File: src/hw/irq_gate_pkg.sv
package irq_gate_pkg;

    // register byte offsets
    localparam logic [7:0] cfg_offset        = 8'h00;
    localparam logic [7:0] serial_a_offset   = 8'h04;
    localparam logic [7:0] serial_b_offset   = 8'h08;
    localparam logic [7:0] par_offset        = 8'h0c;
    localparam logic [7:0] floppy_offset     = 8'h10;
    localparam logic [7:0] event_offset      = 8'h14;
    localparam logic [7:0] mask_offset       = 8'h18;
    localparam logic [7:0] line_offset       = 8'h1c;

    // serial register fields (uart_int_enable_reg low nibble, modem_ctrl bit 3)
    localparam int ier_rx_data_bit   = 0;
    localparam int ier_thre_bit      = 1;
    localparam int ier_rx_err_bit    = 2;
    localparam int ier_modem_bit     = 3;
    localparam int mcr_out_en_bit    = 3;
    localparam int ser_mcr_lsb       = 8;
    localparam int ser_com_lsb       = 16;

    // par_port_cfg_reg / control fields
    localparam int par_ctrl_irq_en_bit = 4;
    localparam int par_cfg_bidir_bit   = 6;
    localparam int par_cfg_lsb         = 8;
    localparam int par_ecp_bit         = 16;
    localparam int par_addr_ok_bit     = 17;
    localparam int par_line_sel_bit    = 18;

    // floppy_digital_output_reg bit 3 gates the request, except in fdc_mode_alt where it always passes
    localparam int dor_irq_gate_bit  = 3;

    // config fields
    localparam int cfg_fdc_mode_lsb  = 0;
    localparam int cfg_aux_lsb       = 8;
    localparam int aux_sixteen_bit_select_in_off_bit  = 2;

    // event status bits
    localparam int ev_ser_a     = 0;
    localparam int ev_ser_b     = 1;
    localparam int ev_par       = 2;
    localparam int ev_fdc       = 3;
    localparam int ev_width     = 4;

    localparam logic [31:0] rd_zero = 32'h0000_0000;

    typedef enum logic [1:0] {
        com_1 = 2'b00,
        com_2 = 2'b01,
        com_3 = 2'b10,
        com_4 = 2'b11
    } com_desig_t;

    typedef enum logic [1:0] {
        fdc_mode_at     = 2'b00,
        fdc_mode_m30    = 2'b01,
        fdc_mode_alt    = 2'b10,
        fdc_mode_rsvd   = 2'b11
    } fdc_mode_t;

    typedef struct packed {
        logic rx_err;
        logic rx_data;
        logic thre;
        logic modem;
    } ser_cause_t;

    typedef struct packed {
        logic out;
        logic oe;
    } pin_drive_t;

endpackage

File: src/hw/serial_irq_qual.sv
`timescale 1ns/100ps
`default_nettype none
module serial_irq_qual
    import irq_gate_pkg::*;
(
    input  wire logic       clk,
    input  wire logic       reset,
    input  wire ser_cause_t cause,
    input  wire logic [3:0] int_enable,
    input  wire logic       out_enable,
    output logic            req_ff,
    output logic            drive_ff
);
    logic nxt_req;

    always_comb begin
        nxt_req = out_enable & ((cause.rx_err  & int_enable[ier_rx_err_bit])
                              | (cause.rx_data & int_enable[ier_rx_data_bit])
                              | (cause.thre    & int_enable[ier_thre_bit])
                              | (cause.modem   & int_enable[ier_modem_bit]));
    end

    always_ff @(posedge clk) begin
        if (reset) begin
            req_ff <= 1'b0;
        end else begin
            req_ff <= nxt_req;
        end
    end

    always_ff @(posedge clk) begin
        if (reset) begin
            drive_ff <= 1'b0;
        end else begin
            drive_ff <= out_enable;
        end
    end
endmodule
`default_nettype wire

File: src/hw/peripheral_irq_output_gating.sv
`timescale 1ns/100ps
`default_nettype none
module peripheral_irq_output_gating
    import irq_gate_pkg::*;
(
    input  wire logic        clk,
    input  wire logic        reset,
    input  wire logic        wb_cyc_i,
    input  wire logic        wb_stb_i,
    input  wire logic        wb_we_i,
    input  wire logic [7:0]  wb_adr_i,
    input  wire logic [3:0]  wb_sel_i,
    input  wire logic [31:0] wb_dat_i,
    output logic [31:0]      wb_dat_o,
    output logic             wb_ack_o,
    input  wire ser_cause_t  ser_a_cause,
    input  wire ser_cause_t  ser_b_cause,
    input  wire logic        printer_ack_in,
    input  wire logic        par_irq_in,
    input  wire logic        fdc_exec_done,
    input  wire logic        fdc_byte_ready,
    input  wire logic        sixteen_bit_select_in,
    output logic             irq_lo_ser_o,
    output logic             irq_lo_ser_oe,
    output logic             irq_hi_ser_o,
    output logic             irq_hi_ser_oe,
    output logic             irq_par_o,
    output logic             irq_par_oe,
    output logic             irq_par_bidir,
    output logic             irq_fdc_o,
    output logic             irq_fdc_oe,
    output logic             sixteen_bit_sel_o,
    output logic             irq_o
);
    // per channel: [3:0] uart_int_enable_reg, [11:8] modem ctrl, [17:16] com
    logic [31:0] ser_reg_ff [2];
    // [7:0] parallel control, [15:8] par_port_cfg_reg, ecp, addr ok, line sel
    logic [18:0] par_reg_ff;
    logic [7:0]  floppy_digital_output_reg;
    logic [1:0]  fdc_mode_ff;
    logic [7:0]  aux_select_cfg_reg;
    logic [ev_width-1:0] status_ff;
    logic [ev_width-1:0] mask_ff;

    logic        bus_req;
    logic        wr_stb;
    logic        rd_stb;
    logic        wr_cfg;
    logic        wr_par;
    logic        wr_floppy;
    logic        wr_event;
    logic        wr_mask;
    logic [31:0] wmask;
    logic [31:0] nxt_rdata;

    // writable serial fields: enables, modem ctrl, designation
    localparam logic [31:0] ser_wr_mask = 32'h0003_0f0f;

    logic [1:0]  ser_req;
    logic [1:0]  ser_drv;
    logic [1:0]  lo_hit;
    logic [1:0]  hi_hit;
    com_desig_t  ser_com [2];

    // three-stage input samplers: ack, par pin, fdc events, 16-bit select
    localparam int n_sync     = 5;
    localparam int sync_ack   = 0;
    localparam int sync_par   = 1;
    localparam int sync_done  = 2;
    localparam int sync_byte  = 3;
    localparam int sync_sel16 = 4;
    logic [n_sync-1:0] sync_raw;
    logic [n_sync-1:0] s1_ff;
    logic [n_sync-1:0] s2_ff;
    logic [n_sync-1:0] s3_ff;
    logic [n_sync-1:0] clean_ff;

    logic par_enabled;
    logic fdc_gate;
    logic fdc_evt;
    logic [ev_width-1:0] ev_now;
    pin_drive_t          nxt_lo_ser;
    pin_drive_t          nxt_hi_ser;
    pin_drive_t          nxt_par;
    pin_drive_t          nxt_fdc;

    // field positions must fit the registers that hold them
    if (ser_com_lsb + 2 > 32 || par_line_sel_bit > 18 || par_cfg_lsb + par_cfg_bidir_bit > 15
        || ev_width != 4 || n_sync != 5) begin : g_layout_check
        $error("register field layout does not fit its storage");
    end

    assign bus_req   = wb_cyc_i & wb_stb_i & ~wb_ack_o;
    assign wr_stb    = bus_req & wb_we_i;
    assign rd_stb    = bus_req & ~wb_we_i;
    assign wr_cfg    = wr_stb && wb_adr_i == cfg_offset;
    assign wr_par    = wr_stb && wb_adr_i == par_offset;
    assign wr_floppy = wr_stb && wb_adr_i == floppy_offset;
    assign wr_event  = wr_stb && wb_adr_i == event_offset;
    assign wr_mask   = wr_stb && wb_adr_i == mask_offset;
    assign wmask     = {{8{wb_sel_i[3]}}, {8{wb_sel_i[2]}}, {8{wb_sel_i[1]}}, {8{wb_sel_i[0]}}};

    // one-cycle ack per request
    always_ff @(posedge clk) begin
        if (reset) begin
            wb_ack_o <= 1'b0;
        end else begin
            wb_ack_o <= bus_req;
        end
    end

    always_comb begin
        unique case (wb_adr_i)
            cfg_offset:      nxt_rdata = {16'h0000, aux_select_cfg_reg, 6'h00, fdc_mode_ff};
            serial_a_offset: nxt_rdata = ser_reg_ff[0];
            serial_b_offset: nxt_rdata = ser_reg_ff[1];
            par_offset:      nxt_rdata = {13'h0000, par_reg_ff};
            floppy_offset:   nxt_rdata = {24'h000000, floppy_digital_output_reg};
            event_offset:    nxt_rdata = {28'h0000000, status_ff};
            mask_offset:     nxt_rdata = {28'h0000000, mask_ff};
            line_offset:     nxt_rdata = {18'h0_0000, clean_ff, irq_o, irq_fdc_o, irq_par_o,
                                          irq_par_oe, irq_hi_ser_o, irq_hi_ser_oe,
                                          irq_lo_ser_o, irq_lo_ser_oe, irq_par_bidir};
            default:         nxt_rdata = rd_zero;
        endcase
    end

    // read data captured with the ack
    always_ff @(posedge clk) begin
        if (reset) begin
            wb_dat_o <= rd_zero;
        end else if (rd_stb) begin
            wb_dat_o <= nxt_rdata;
        end
    end

    genvar gi;
    generate
        for (gi = 0; gi < 2; gi++) begin : g_ser
            always_ff @(posedge clk) begin
                if (reset) begin
                    ser_reg_ff[gi] <= rd_zero;
                end else if (wr_stb && wb_adr_i == (gi == 0 ? serial_a_offset
                                                            : serial_b_offset)) begin
                    ser_reg_ff[gi] <= (ser_reg_ff[gi] & ~wmask)
                                    | (wb_dat_i & wmask & ser_wr_mask);
                end
            end

            serial_irq_qual u_qual (
                .clk        (clk),
                .reset      (reset),
                .cause      (gi == 0 ? ser_a_cause : ser_b_cause),
                .int_enable (ser_reg_ff[gi][3:0]),
                .out_enable (ser_reg_ff[gi][ser_mcr_lsb + mcr_out_en_bit]),
                .req_ff     (ser_req[gi]),
                .drive_ff   (ser_drv[gi])
            );

            assign ser_com[gi] = com_desig_t'(ser_reg_ff[gi][ser_com_lsb +: 2]);
            assign lo_hit[gi]  = ser_com[gi] == com_2 || ser_com[gi] == com_4;
            assign hi_hit[gi]  = !lo_hit[gi];
        end
    endgenerate

    // byte-lane writes to the parallel register
    always_ff @(posedge clk) begin
        if (reset) begin
            par_reg_ff <= 19'h00000;
        end else if (wr_par) begin
            par_reg_ff <= (par_reg_ff & ~wmask[18:0]) | (wb_dat_i[18:0] & wmask[18:0]);
        end
    end

    always_ff @(posedge clk) begin
        if (reset) begin
            floppy_digital_output_reg <= 8'h00;
        end else if (wr_floppy && wb_sel_i[0]) begin
            floppy_digital_output_reg <= wb_dat_i[7:0];
        end
    end

    always_ff @(posedge clk) begin
        if (reset) begin
            fdc_mode_ff        <= fdc_mode_at;
            aux_select_cfg_reg <= 8'h00;
        end else if (wr_cfg) begin
            if (wb_sel_i[0]) begin
                fdc_mode_ff <= wb_dat_i[cfg_fdc_mode_lsb +: 2];
            end
            if (wb_sel_i[1]) begin
                aux_select_cfg_reg <= wb_dat_i[cfg_aux_lsb +: 8];
            end
        end
    end

    assign sync_raw = {sixteen_bit_select_in, fdc_byte_ready, fdc_exec_done,
                       par_irq_in, printer_ack_in};

    // three-flop chain per asynchronous input
    always_ff @(posedge clk) begin
        if (reset) begin
            s1_ff <= '0;
            s2_ff <= '0;
            s3_ff <= '0;
        end else begin
            s1_ff <= sync_raw;
            s2_ff <= s1_ff;
            s3_ff <= s2_ff;
        end
    end

    // a level counts once the last two stages agree
    always_ff @(posedge clk) begin
        if (reset) begin
            clean_ff <= '0;
        end else begin
            clean_ff <= (s2_ff & s3_ff) | (clean_ff & (s2_ff | s3_ff));
        end
    end

    // next pin values, gathered per request line
    always_comb begin
        nxt_lo_ser.out = |(ser_req & lo_hit);
        nxt_lo_ser.oe  = |(ser_drv & lo_hit);
        nxt_hi_ser.out = |(ser_req & hi_hit);
        nxt_hi_ser.oe  = |(ser_drv & hi_hit);
        nxt_par.out    = par_enabled & clean_ff[sync_ack];
        nxt_par.oe     = par_enabled;
        nxt_fdc.out    = fdc_gate & fdc_evt;
        nxt_fdc.oe     = fdc_gate;
    end

    // serial lines, active high, merged per line
    // active-high serial drive
    always_ff @(posedge clk) begin
        if (reset) begin
            irq_lo_ser_o  <= 1'b0;
            irq_lo_ser_oe <= 1'b0;
            irq_hi_ser_o  <= 1'b0;
            irq_hi_ser_oe <= 1'b0;
        end else begin
            irq_lo_ser_o  <= nxt_lo_ser.out;
            irq_lo_ser_oe <= nxt_lo_ser.oe;
            irq_hi_ser_o  <= nxt_hi_ser.out;
            irq_hi_ser_oe <= nxt_hi_ser.oe;
        end
    end

    assign par_enabled = par_reg_ff[par_ctrl_irq_en_bit] & par_reg_ff[par_addr_ok_bit];

    always_ff @(posedge clk) begin
        if (reset) begin
            irq_par_o     <= 1'b0;
            irq_par_oe    <= 1'b0;
            irq_par_bidir <= 1'b0;
        end else begin
            irq_par_o     <= nxt_par.out;
            irq_par_oe    <= nxt_par.oe;
            irq_par_bidir <= par_reg_ff[par_ecp_bit] & par_reg_ff[par_line_sel_bit]
                           & par_reg_ff[par_cfg_lsb + par_cfg_bidir_bit];
        end
    end

    assign fdc_gate = (fdc_mode_ff == fdc_mode_alt)
                    | floppy_digital_output_reg[dor_irq_gate_bit];
    assign fdc_evt = clean_ff[sync_done] | clean_ff[sync_byte];

    always_ff @(posedge clk) begin
        if (reset) begin
            irq_fdc_o  <= 1'b0;
            irq_fdc_oe <= 1'b0;
        end else begin
            irq_fdc_o  <= nxt_fdc.out;
            irq_fdc_oe <= nxt_fdc.oe;
        end
    end

    // select used while aux bit2 zero
    always_ff @(posedge clk) begin
        if (reset) begin
            sixteen_bit_sel_o <= 1'b0;
        end else begin
            sixteen_bit_sel_o <= ~aux_select_cfg_reg[aux_sixteen_bit_select_in_off_bit] & clean_ff[sync_sel16];
        end
    end

    // sticky events, set wins over write-one clear
    assign ev_now = {irq_fdc_o, irq_par_o, nxt_hi_ser.out, nxt_lo_ser.out};

    always_ff @(posedge clk) begin
        if (reset) begin
            status_ff <= '0;
        end else if (wr_event && wb_sel_i[0]) begin
            status_ff <= (status_ff & ~wb_dat_i[ev_width-1:0]) | ev_now;
        end else begin
            status_ff <= status_ff | ev_now;
        end
    end

    // mask of the status bits
    always_ff @(posedge clk) begin
        if (reset) begin
            mask_ff <= '0;
        end else if (wr_mask && wb_sel_i[0]) begin
            mask_ff <= wb_dat_i[ev_width-1:0];
        end
    end

    // level interrupt from unmasked status
    always_ff @(posedge clk) begin
        if (reset) begin
            irq_o <= 1'b0;
        end else begin
            irq_o <= |(status_ff & mask_ff);
        end
    end
endmodule
`default_nettype wire

File: config.mk
export PLATFORM = sky130hd
export DESIGN_NAME = peripheral_irq_output_gating
export DESIGN_NICKNAME = d
export VERILOG_FILES = /design/src/hw/irq_gate_pkg.sv /design/src/hw/serial_irq_qual.sv /design/src/hw/peripheral_irq_output_gating.sv
export SDC_FILE = /design/constraint.sdc
export NUM_CORES = 1
export LEC_CHECK = 0
export ABC_AREA = 1
export ABC_CLOCK_PERIOD_IN_PS = 4500
export BUFFER_PORTS_ARGS = -buffer_cell sky130_fd_sc_hd__buf_2
export CAP_MARGIN = 20
export CORE_MARGIN = 2
export CORE_UTILIZATION = 50
export DETAILED_ROUTE_END_ITERATION = 8
export PLACE_DENSITY = 0.8
export SLEW_MARGIN = 15
export SYNTH_ARGS = -nofsm -noshare
export SYNTH_HDL_FRONTEND = slang
export SYNTH_SLANG_ARGS = --single-unit
File: constraint.sdc
create_clock -name clk -period 4.5 [get_ports clk]
set_clock_uncertainty 0.2 [all_clocks]
set_input_delay 0 -clock clk [delete_from_list [all_inputs] [get_ports clk]]
set_output_delay 0 -clock clk [all_outputs]
set_load 0.02 [all_outputs]
Word-level counts from Yosys, hierarchy flattened:

Memories as Yosys holds them, arrays and structs flattened.
Index checks and enable logic that the tools add are counted.
W data, S select, Z words.

* order comparisons: 0
* mux-type cells: 12
* $add $sub $neg: 0
* shift-type cells: 0
* equal/unequal tests: 12
* multiply operators: 0
* div/mod/pow operators: 0
* reduce and logical (&&, ||, !) cells: 22
* bitwise gates (word level): 56

Operator list (count)
* $pmux W32 S8: 1
* $and A32 B32 Y32: 2
* $mux W32: 2
* $or A32 B18 Y32: 2
* $and A19 B19 Y19: 2
* $eq A8 B5 Y1 const B: 4
* $not A32 Y32: 1
* $and A1 B1 Y1: 20
* $not A19 Y19: 1
* $or A19 B19 Y19: 1
* $and A18 B18 Y18: 1
* $eq A8 B4 Y1 const B: 2
* $and A5 B5 Y5: 2
* $logic_and A1 B1 Y1: 10
* $or A1 B1 Y1: 10
* $or A5 B5 Y5: 2
* $and A2 B2 Y2: 4
* $and A4 B4 Y4: 2
* $eq A8 B3 Y1 const B: 1
* $logic_not A8 Y1: 1
* $mux W1: 8
* $or A4 B4 Y4: 2
* $reduce_or A2 Y1: 4
* $eq A2 B2 Y1 const B: 3
* 8 further kinds: 14

* bits in latches: 0
* register bits: 113
* bits of input ports: 62
* memory bits (writable): 64
* memory bits (read-only): 0
* word-level logic and storage cells: 130
* memories kept: 1
* output and inout port bits: 44

Memories
* ser_reg_ff: words 2, width 32, read ports 2, clocked after memory_dff 0, wr ports 2, RTL line peripheral_irq_output_gating.sv:36 `logic [31:0] ser_reg_ff [2];`

Logic depth before layout (Yosys ltp):

Gate-level depths: netlist (run 1).

* depth in word-level cells: 8
* mapped depth: 11
* mapped depth without buffers: 9

Cells and area by module:

Synthesis (run 1) repeated with hierarchy kept, for this count alone.

* cell total of the unflattened synthesis: 917
* area, all modules: 7588.5 um^2

Modules (own cells, without submodules)
* peripheral_irq_output_gating: times used 1, area each 7410.9 um^2, cells an instance 891
* serial_irq_qual: times used 2, area each 88.8 um^2, cells an instance 13

Least setup slack after synthesis (run 1):

No wires, ideal clock.

* kind: register to register
* from: reg wb_ack_o
* to: mem ser_reg_ff[1][0] (enable)
* stages on the path, launching flop included: 5
* arrival time: 3.172 ns
* setup slack: 0.662 ns
* buffers on the path: 1
* data required time: 3.834 ns
* period minus slack after synthesis: 3.838 ns
* path through: dfxtp_1 -> nor2_2 -> nand2_2 -> clkbuf_1 -> o21ai_0

RTL lines
* start, declared: RTL line peripheral_irq_output_gating.sv:15 `output logic wb_ack_o,`
* start signal, assigned: RTL line peripheral_irq_output_gating.sv:108 `wb_ack_o <= bus_req;`
* end, declared: RTL line peripheral_irq_output_gating.sv:36

==> impl_metrics.toml, run 1 <==
[global_routing]
met2_usage_pct = 38.82
overflow = 0
use_met3_pct = 4.977
grt_util_met1_pct = 32.60
grt_pass1_wl_um = 31040
grt.total_usage_pct = 24.27
grt.busiest_layer = "met2"
first_global_vias = 6405
grt_max_degree = 75
antenna_found_initial = 0

[detailed_routing]
vias_per_cell = 5.574
routed_wl_um = 19080
vias = 6744
dr.pass1.iters = 8
detail-route-antenna-nets = 0
drt_iter0_drc = 718
drt-wirelength-per-cell_um = 15.77
drc = 0

[sta]
setup_tns_ps = 0
holdWs_ps = 61.28
worst_pin_slew_ps = 822.2
finalSetupViolCount = 0
period_share_pct = 76.20
hold_violations = 0
finalCriticalPeriod_ps = 3429
slew_violations = 0
relSlewSlack_pct = 45.19
clock.fmax_mhz = 291.6
rsz0062_at_grt = "no"

[synth]
ys.warnings.count = 0
syn_area_mm2 = 0.007538
avgSynthCellArea_um2 = 8.385
syn-num-nets = 961
syn_inst = 899
ys_ff_latch = 177
ys_seq_area_share_pct = 55.50
yosysUniqueCellTypes = 36

[cells_and_area]
final_area_mm2 = 0.009138
synthToLayoutAreaGrowth_pct = 21.21
layout.nets = 1075
mostFrequentLayoutCells = "149 x nand2_1, 113 x dfxtp_1, 94 x inv_1"
layout-drive-gt1-share_pct = 15.98
n_fill_cell = 1224
mostFrequentLayoutCell = "nand2_1"
fin_util_pct = 62.40
n_antenna_cell = 0

[floorplanning]
coreArea_mm2 = 0.01464
die-area_mm2 = 0.01608
start_util_pct = 51.48
fp.dieW_um = 126.8
die_y_um = 126.8
pin_count = 106
placementRows = 44

[critical_path]
r2r_setup_slack_ps = 1550
worstPathArrival_ps = 3540
path_class = "in2reg"
end_kind = "flop"
crit_path_start_kind = "input pin"
required_ps = 4610
path_cells = "dlygate4sd3_1, buf_2, nand2_1, dlygate4sd3_1, nor2_2, nand2_2, nor2_4, nand2_1, o21ai_1, dlygate4sd3_1, a21oi_1, dlygate4sd3_1"
cp_common_cell = "dlygate4sd3_1"
crit_fanout = 14
slowest_delay_ps = 590
reg2reg_from = "wb_ack_o$_SDFF_PP0_"
cp_slowest_cell = "dlygate4sd3_1"
reg2reg_depth = 8

[power_and_ir_drop]
p_comb_share_pct = 5.4
switchingPower_mw = 0.7542
switching_share_pct = 22.24
share_seq_of_total_power_pct = 50.1
internal-power_mw = 2.636
vdd_drop_max_mv = 0.2630
leakagePower_nw = 3.823
clockPowerShare_pct = 44.5
powerDensity_mw_per_mm2 = 371.1

[placed_design]
io_buffers = 92
place_area_mm2 = 0.008044
hpwl_um = 12080
gp_congestion = 0.9026

[hold_path]
whs_endpoint = "mask_ff[1]$_SDFFE_PP0P_"
hold_depth = 6
min_from = "wb_adr_i[3]"
hold_path.class = "in2reg"

[clock_network]
clock_sinks = 177
cts.clk_slew.worst_paths_ps = 70
htree_levels = 4
cts_resized = 0
clk_latency_ps = 430
cts_root_buf = "clkbuf_16"
cts_made_buffers = 17
clockBufferDepth = 2
cts_tree = "yes"

[job]
cap_violations = 0

[run_status]
status = "finished, final reports clean"
[critical path: cells and delay by family]
| family | cells | cell delay [ps] |
|---|---|---|
| compound gates | 2 | 220 |
| buf+inv | 5 | 2350 |
| simple gates | 5 | 980 |
[cells in the mapped netlist (all sizes together)]
library cell / count / area [um^2]
clkbuf: 22 / 82.58
nand4: 1 / 6.260
nor2: 102 / 441.7
o21a: 1 / 7.510
inv: 103 / 386.6
edfxtp: 64 / 1922
nand3: 88 / 457.9
nand2: 154 / 605.6
dfxtp: 113 / 2262
and2: 1 / 6.260
a41oi: 1 / 8.760
o21ai: 60 / 300.3
a22o: 2 / 17.52
a221oi: 1 / 8.760
o211ai: 2 / 15.01
a21oi: 93 / 465.5
nor4: 8 / 50.05
a21boi: 1 / 7.510
clkinv: 1 / 3.750
o22ai: 15 / 93.84
nor3: 38 / 206.5
buf: 28 / 182.7
[power by group through the flow]
| stage | Sequential, mW | Combinational [mW] | Clock [mW] |
|---|---|---|---|
| final | 1.70 | 0.183 | 1.51 |
| after global routing | 1.70 | 0.200 | 1.59 |
| after CTS | 1.70 | 0.174 | 1.53 |
| after detailed placement | 1.73 | 0.148 | 0 |
| after global placement | 1.73 | 0.146 | 0 |
| after floorplan | 1.73 | 0.0914 | 0 |
[how the worst max path moves through the flow]
| stage | end | startpoint |
|---|---|---|
| after global placement | ser_reg_ff[0][15]$_SDFFCE_PN0P_ | reset |
| final | flop | wb_stb_i |
| after floorplan | ser_reg_ff[1][0]$_SDFFCE_PN0P_ | wb_ack_o$_SDFF_PP0_ |
| after detailed placement | ser_reg_ff[0][20]$_SDFFCE_PN0P_ | reset |
| after CTS | flop | wb_stb_i |
| after global routing | flop | wb_stb_i |
[metal layers]
layer | vias up | share of wire (%) | wire length [um]
li1 | 3231 | - | -
met1 | 3109 | 43 | 8148
met2 | 372 | 46 | 8846
met3 | 32 | 8.8 | 1673
met4 | 0 | 2.2 | 415
met5 | - | 0 | 0
[cell type report]
class / instances / area [um^2] / area share, %
sequential: 177 / 4184 / 45.79
multi-input combinational: 568 / 2711 / 29.67
timing repair buffer: 145 / 1001 / 10.95
clock buffer: 23 / 564.3 / 6.176
inverter: 104 / 390.4 / 4.272
tap: 184 / 230.2 / 2.520
clock inverter: 9 / 56.30 / 0.6162
[per-stage QoR]
| stage | instances | setup slack, ps | power, mW |
|---|---|---|---|
| global placement | 1134 | 2047 | 1.878 |
| detailed placement | 1134 | 1946 | 1.881 |
| CTS | 1207 | 1199 | 3.398 |
| finish | 1210 | 1071 | 3.391 |
| floorplan | 899 | 662.1 | 1.823 |
| global route | 1210 | 908.1 | 3.487 |
[kinds of logic (layout without fill, tap and decap cells)]
group / after synthesis / after routing / synth area share [%]
AOI/OAI and AO/OA: 176 / 176 / 12.27
buffers and inverters: 154 / 281 / 8.697
DFF: 177 / 177 / 55.50
and+or+nand+nor: 392 / 392 / 23.54
[timing repair]
action	CTS	global route
endpoints found under the hold margin	133	7
buffers inserted	0	0
hold buffers	41	1
Note: power is estimated with default switching activity, not from simulation.
==> run 2, diff against run 1 <==
--- a/config.mk
+++ b/config.mk
@@ -5,8 +5,8 @@
 export SDC_FILE = /design/constraint.sdc
 export NUM_CORES = 1
 export LEC_CHECK = 0
-export ABC_AREA = 1
-export ABC_CLOCK_PERIOD_IN_PS = 4500
+export ABC_AREA = 0
+export ABC_CLOCK_PERIOD_IN_PS = 3450
 export BUFFER_PORTS_ARGS = -buffer_cell sky130_fd_sc_hd__buf_2
 export CAP_MARGIN = 20
 export CORE_MARGIN = 2
==> constraint.sdc (replaced) <==
create_clock -name clk -period 3.45 [get_ports clk]
set_clock_uncertainty 0.2 [all_clocks]
set_input_delay 0 -clock clk [delete_from_list [all_inputs] [get_ports clk]]
set_output_delay 0 -clock clk [all_outputs]
set_load 0.02 [all_outputs]
==> impl_metrics.toml, run 2 <==
[synth]
synth_area_leaders = "dfxtp_1 30%, edfxtp_1 26%, mux2i_1 6.8%"
synth_top_family_by_area = "simple AND/OR/NAND/NOR gates"
synthMuxAreaShare_pct = 9.389
syn_area_mm2 = 0.007476
synth_xor_area_share_pct = 0
synth-simple-area-share_pct = 19.01
synth-compound-area-share_pct = 12.69
synth-async-reset-ratio_pct = 0
ys_ff_latch = 177
synthFlopType = "dfxtp_1"
syn_inst = 679
yosysTopAreaCell = "dfxtp_1"
ys_seq_area_share_pct = 55.97
synth_most_common_cell = "dfxtp_1"
netlist_top_cells_count = "113 x dfxtp_1, 77 x nor2_1, 64 x edfxtp_1"
yosysUniqueCellTypes = 52
avgSynthCellArea_um2 = 11.01
syn-num-nets = 741
synth_edf_count = 64
synthAdderAreaFrac_pct = 0
synth_top_cell_area_share_pct = 30.26
ys.warnings.count = 0

[sta]
finalSetupViolCount = 0
relSlewSlack_pct = 44.37
hold_violations = 0
setup_tns_ps = 0
slew_violations = 0
clock.fmax_mhz = 310.5
rsz0062_at_grt = "no"
period_share_pct = 93.34
holdWs_ps = 36.38
finalCriticalPeriod_ps = 3220
worst_pin_slew_ps = 834.4
setup_ws_ps = 229.6

[power_and_ir_drop]
leakagePower_nw = 3.852
powerDensity_mw_per_mm2 = 472.7
vdd_drop_max_mv = 0.3528
p_total_mw = 4.362

[placed_design]
io_buffers = 92
hpwl_um = 13170
gp_congestion = 0.8497
pre_cts_ws_ps = 885.5
place_area_mm2 = 0.008090

[detailed_routing]
drt_iter0_drc = 559
vias_per_cell = 5.938
drt-wirelength-per-cell_um = 19.62
vias = 6021
drc = 0
detail-route-antenna-nets = 0
routed_wl_um = 19900
dr.pass1.iters = 5

[critical_path]
cp_common_cell = "dlygate4sd3_1"
path_cells = "dlygate4sd3_1, buf_2, nor4_4, buf_4, and4_1, mux2i_1, dlygate4sd3_1, nor2_1, dlygate4sd3_1"
crit_fanout = 25
path_class = "in2reg"
required_ps = 3560
crit_path_start_kind = "input pin"
worstPathArrival_ps = 3330
slowest_delay_ps = 580
cp_slowest_cell = "dlygate4sd3_1"
end_kind = "flop"

[job]
cap_violations = 0

[clock_network]
clockBufferDepth = 2
clk_latency_ps = 440
htree_levels = 4
cts_tree = "yes"
clock_sinks = 177
cts_made_buffers = 17
cts_root_buf = "clkbuf_16"
cts.clk_slew.worst_paths_ps = 70

[global_routing]
antenna_found_initial = 0
grt_pass1_wl_um = 31550
grt_max_degree = 63
overflow = 0
grt.total_usage_pct = 25.32
first_global_vias = 6037

[cells_and_area]
mostFrequentLayoutCell = "dfxtp_1"
final_area_mm2 = 0.009229
layout.nets = 879
mostFrequentLayoutCells = "113 x dfxtp_1, 91 x buf_2, 77 x nor2_1"
synthToLayoutAreaGrowth_pct = 23.45
n_antenna_cell = 0
layout-drive-gt1-share_pct = 20.36

[floorplanning]
placementRows = 44
die-area_mm2 = 0.01595
coreArea_mm2 = 0.01459
pin_count = 106
start_util_pct = 51.24
die_y_um = 126.3
fp.dieW_um = 126.3

[run_status]
status = "finished, final reports clean"

[hold_path]
hold_path.class = "in2reg"
run 2: cell count changes in the layout (fill, tap and decap cells not counted), sizes merged, moves of 24 or more:
cell   before  now
nand2     154   30
nor2      102   78
nor3       38    7
inv       107    7
a22oi       0   28
a21oi      93   37
o21ai      60   30
nand3      88    7
and2        1   47
mux2i       0   51
run 2: power breakdown:
part | internal [mW] | switching (mW)
combinational | 0.111 | 0.155
sequential | 2.20 | 0.0232
clock | 1.09 | 0.786
total | 3.40 | 0.964
run 2: critical path, delay by kind of cell:
family	cells	cell delay, ps
multiplexers	1	200
AND/OR/NAND/NOR	3	900
buffers and inverters	5	2220
run 2: worst paths after layout:
kind	slack (ps)	endpoint	start	depth (start not counted)
max reg2reg	300	flop	wb_ack_o$_SDFF_PP0_	6
min	40	wb_dat_o[3]$_SDFFE_PP0P_	wb_cyc_i	5
min reg2reg	240	s2_ff[4]$_SDFF_PP0_	s1_ff[4]$_SDFF_PP0_	1
max	230	flop	wb_adr_i[4]	9
run 2: per-layer routing:
layer  routed length, um  global-route usage (%)
met5                   0                       0
met2                9713                   40.77
met3                1498                   5.990
met4                 597                   11.25
met1                8088                   32.66
run 2: area by class of cell:
cell class	instances	area, um^2
Clock buffer	23	499.2
Clock inverter	9	80.08
Fill cell	1112	5360
Inverter	6	22.52
Multi-Input combinational cell	453	3087
Sequential cell	177	4184
Tap cell	184	230.2
Timing Repair Buffer	162	1126
run 2: repair_timing:
item                                    CTS  global route
hold buffers                             55             0
hold endpoints to repair                121             0
gates resized for setup                   0             1
endpoints found under the setup margin    0             3
setup buffers                             0             0
run 2: cell families (layout without fill, tap and decap cells):
group / Yosys count / after routing
AOI/OAI and AO/OA: 142 / 142
muxes: 64 / 64
buffers and inverters: 49 / 200
and+or+nand+nor: 247 / 247
DFF: 177 / 177
run 2: stage by stage:
stage	std cells	utilization (%)
after floorplan	679	-
after global placement	927	55.45
after detailed placement	927	55.45
after CTS	1014	63.20
after global routing	1014	63.26
final	1014	63.26
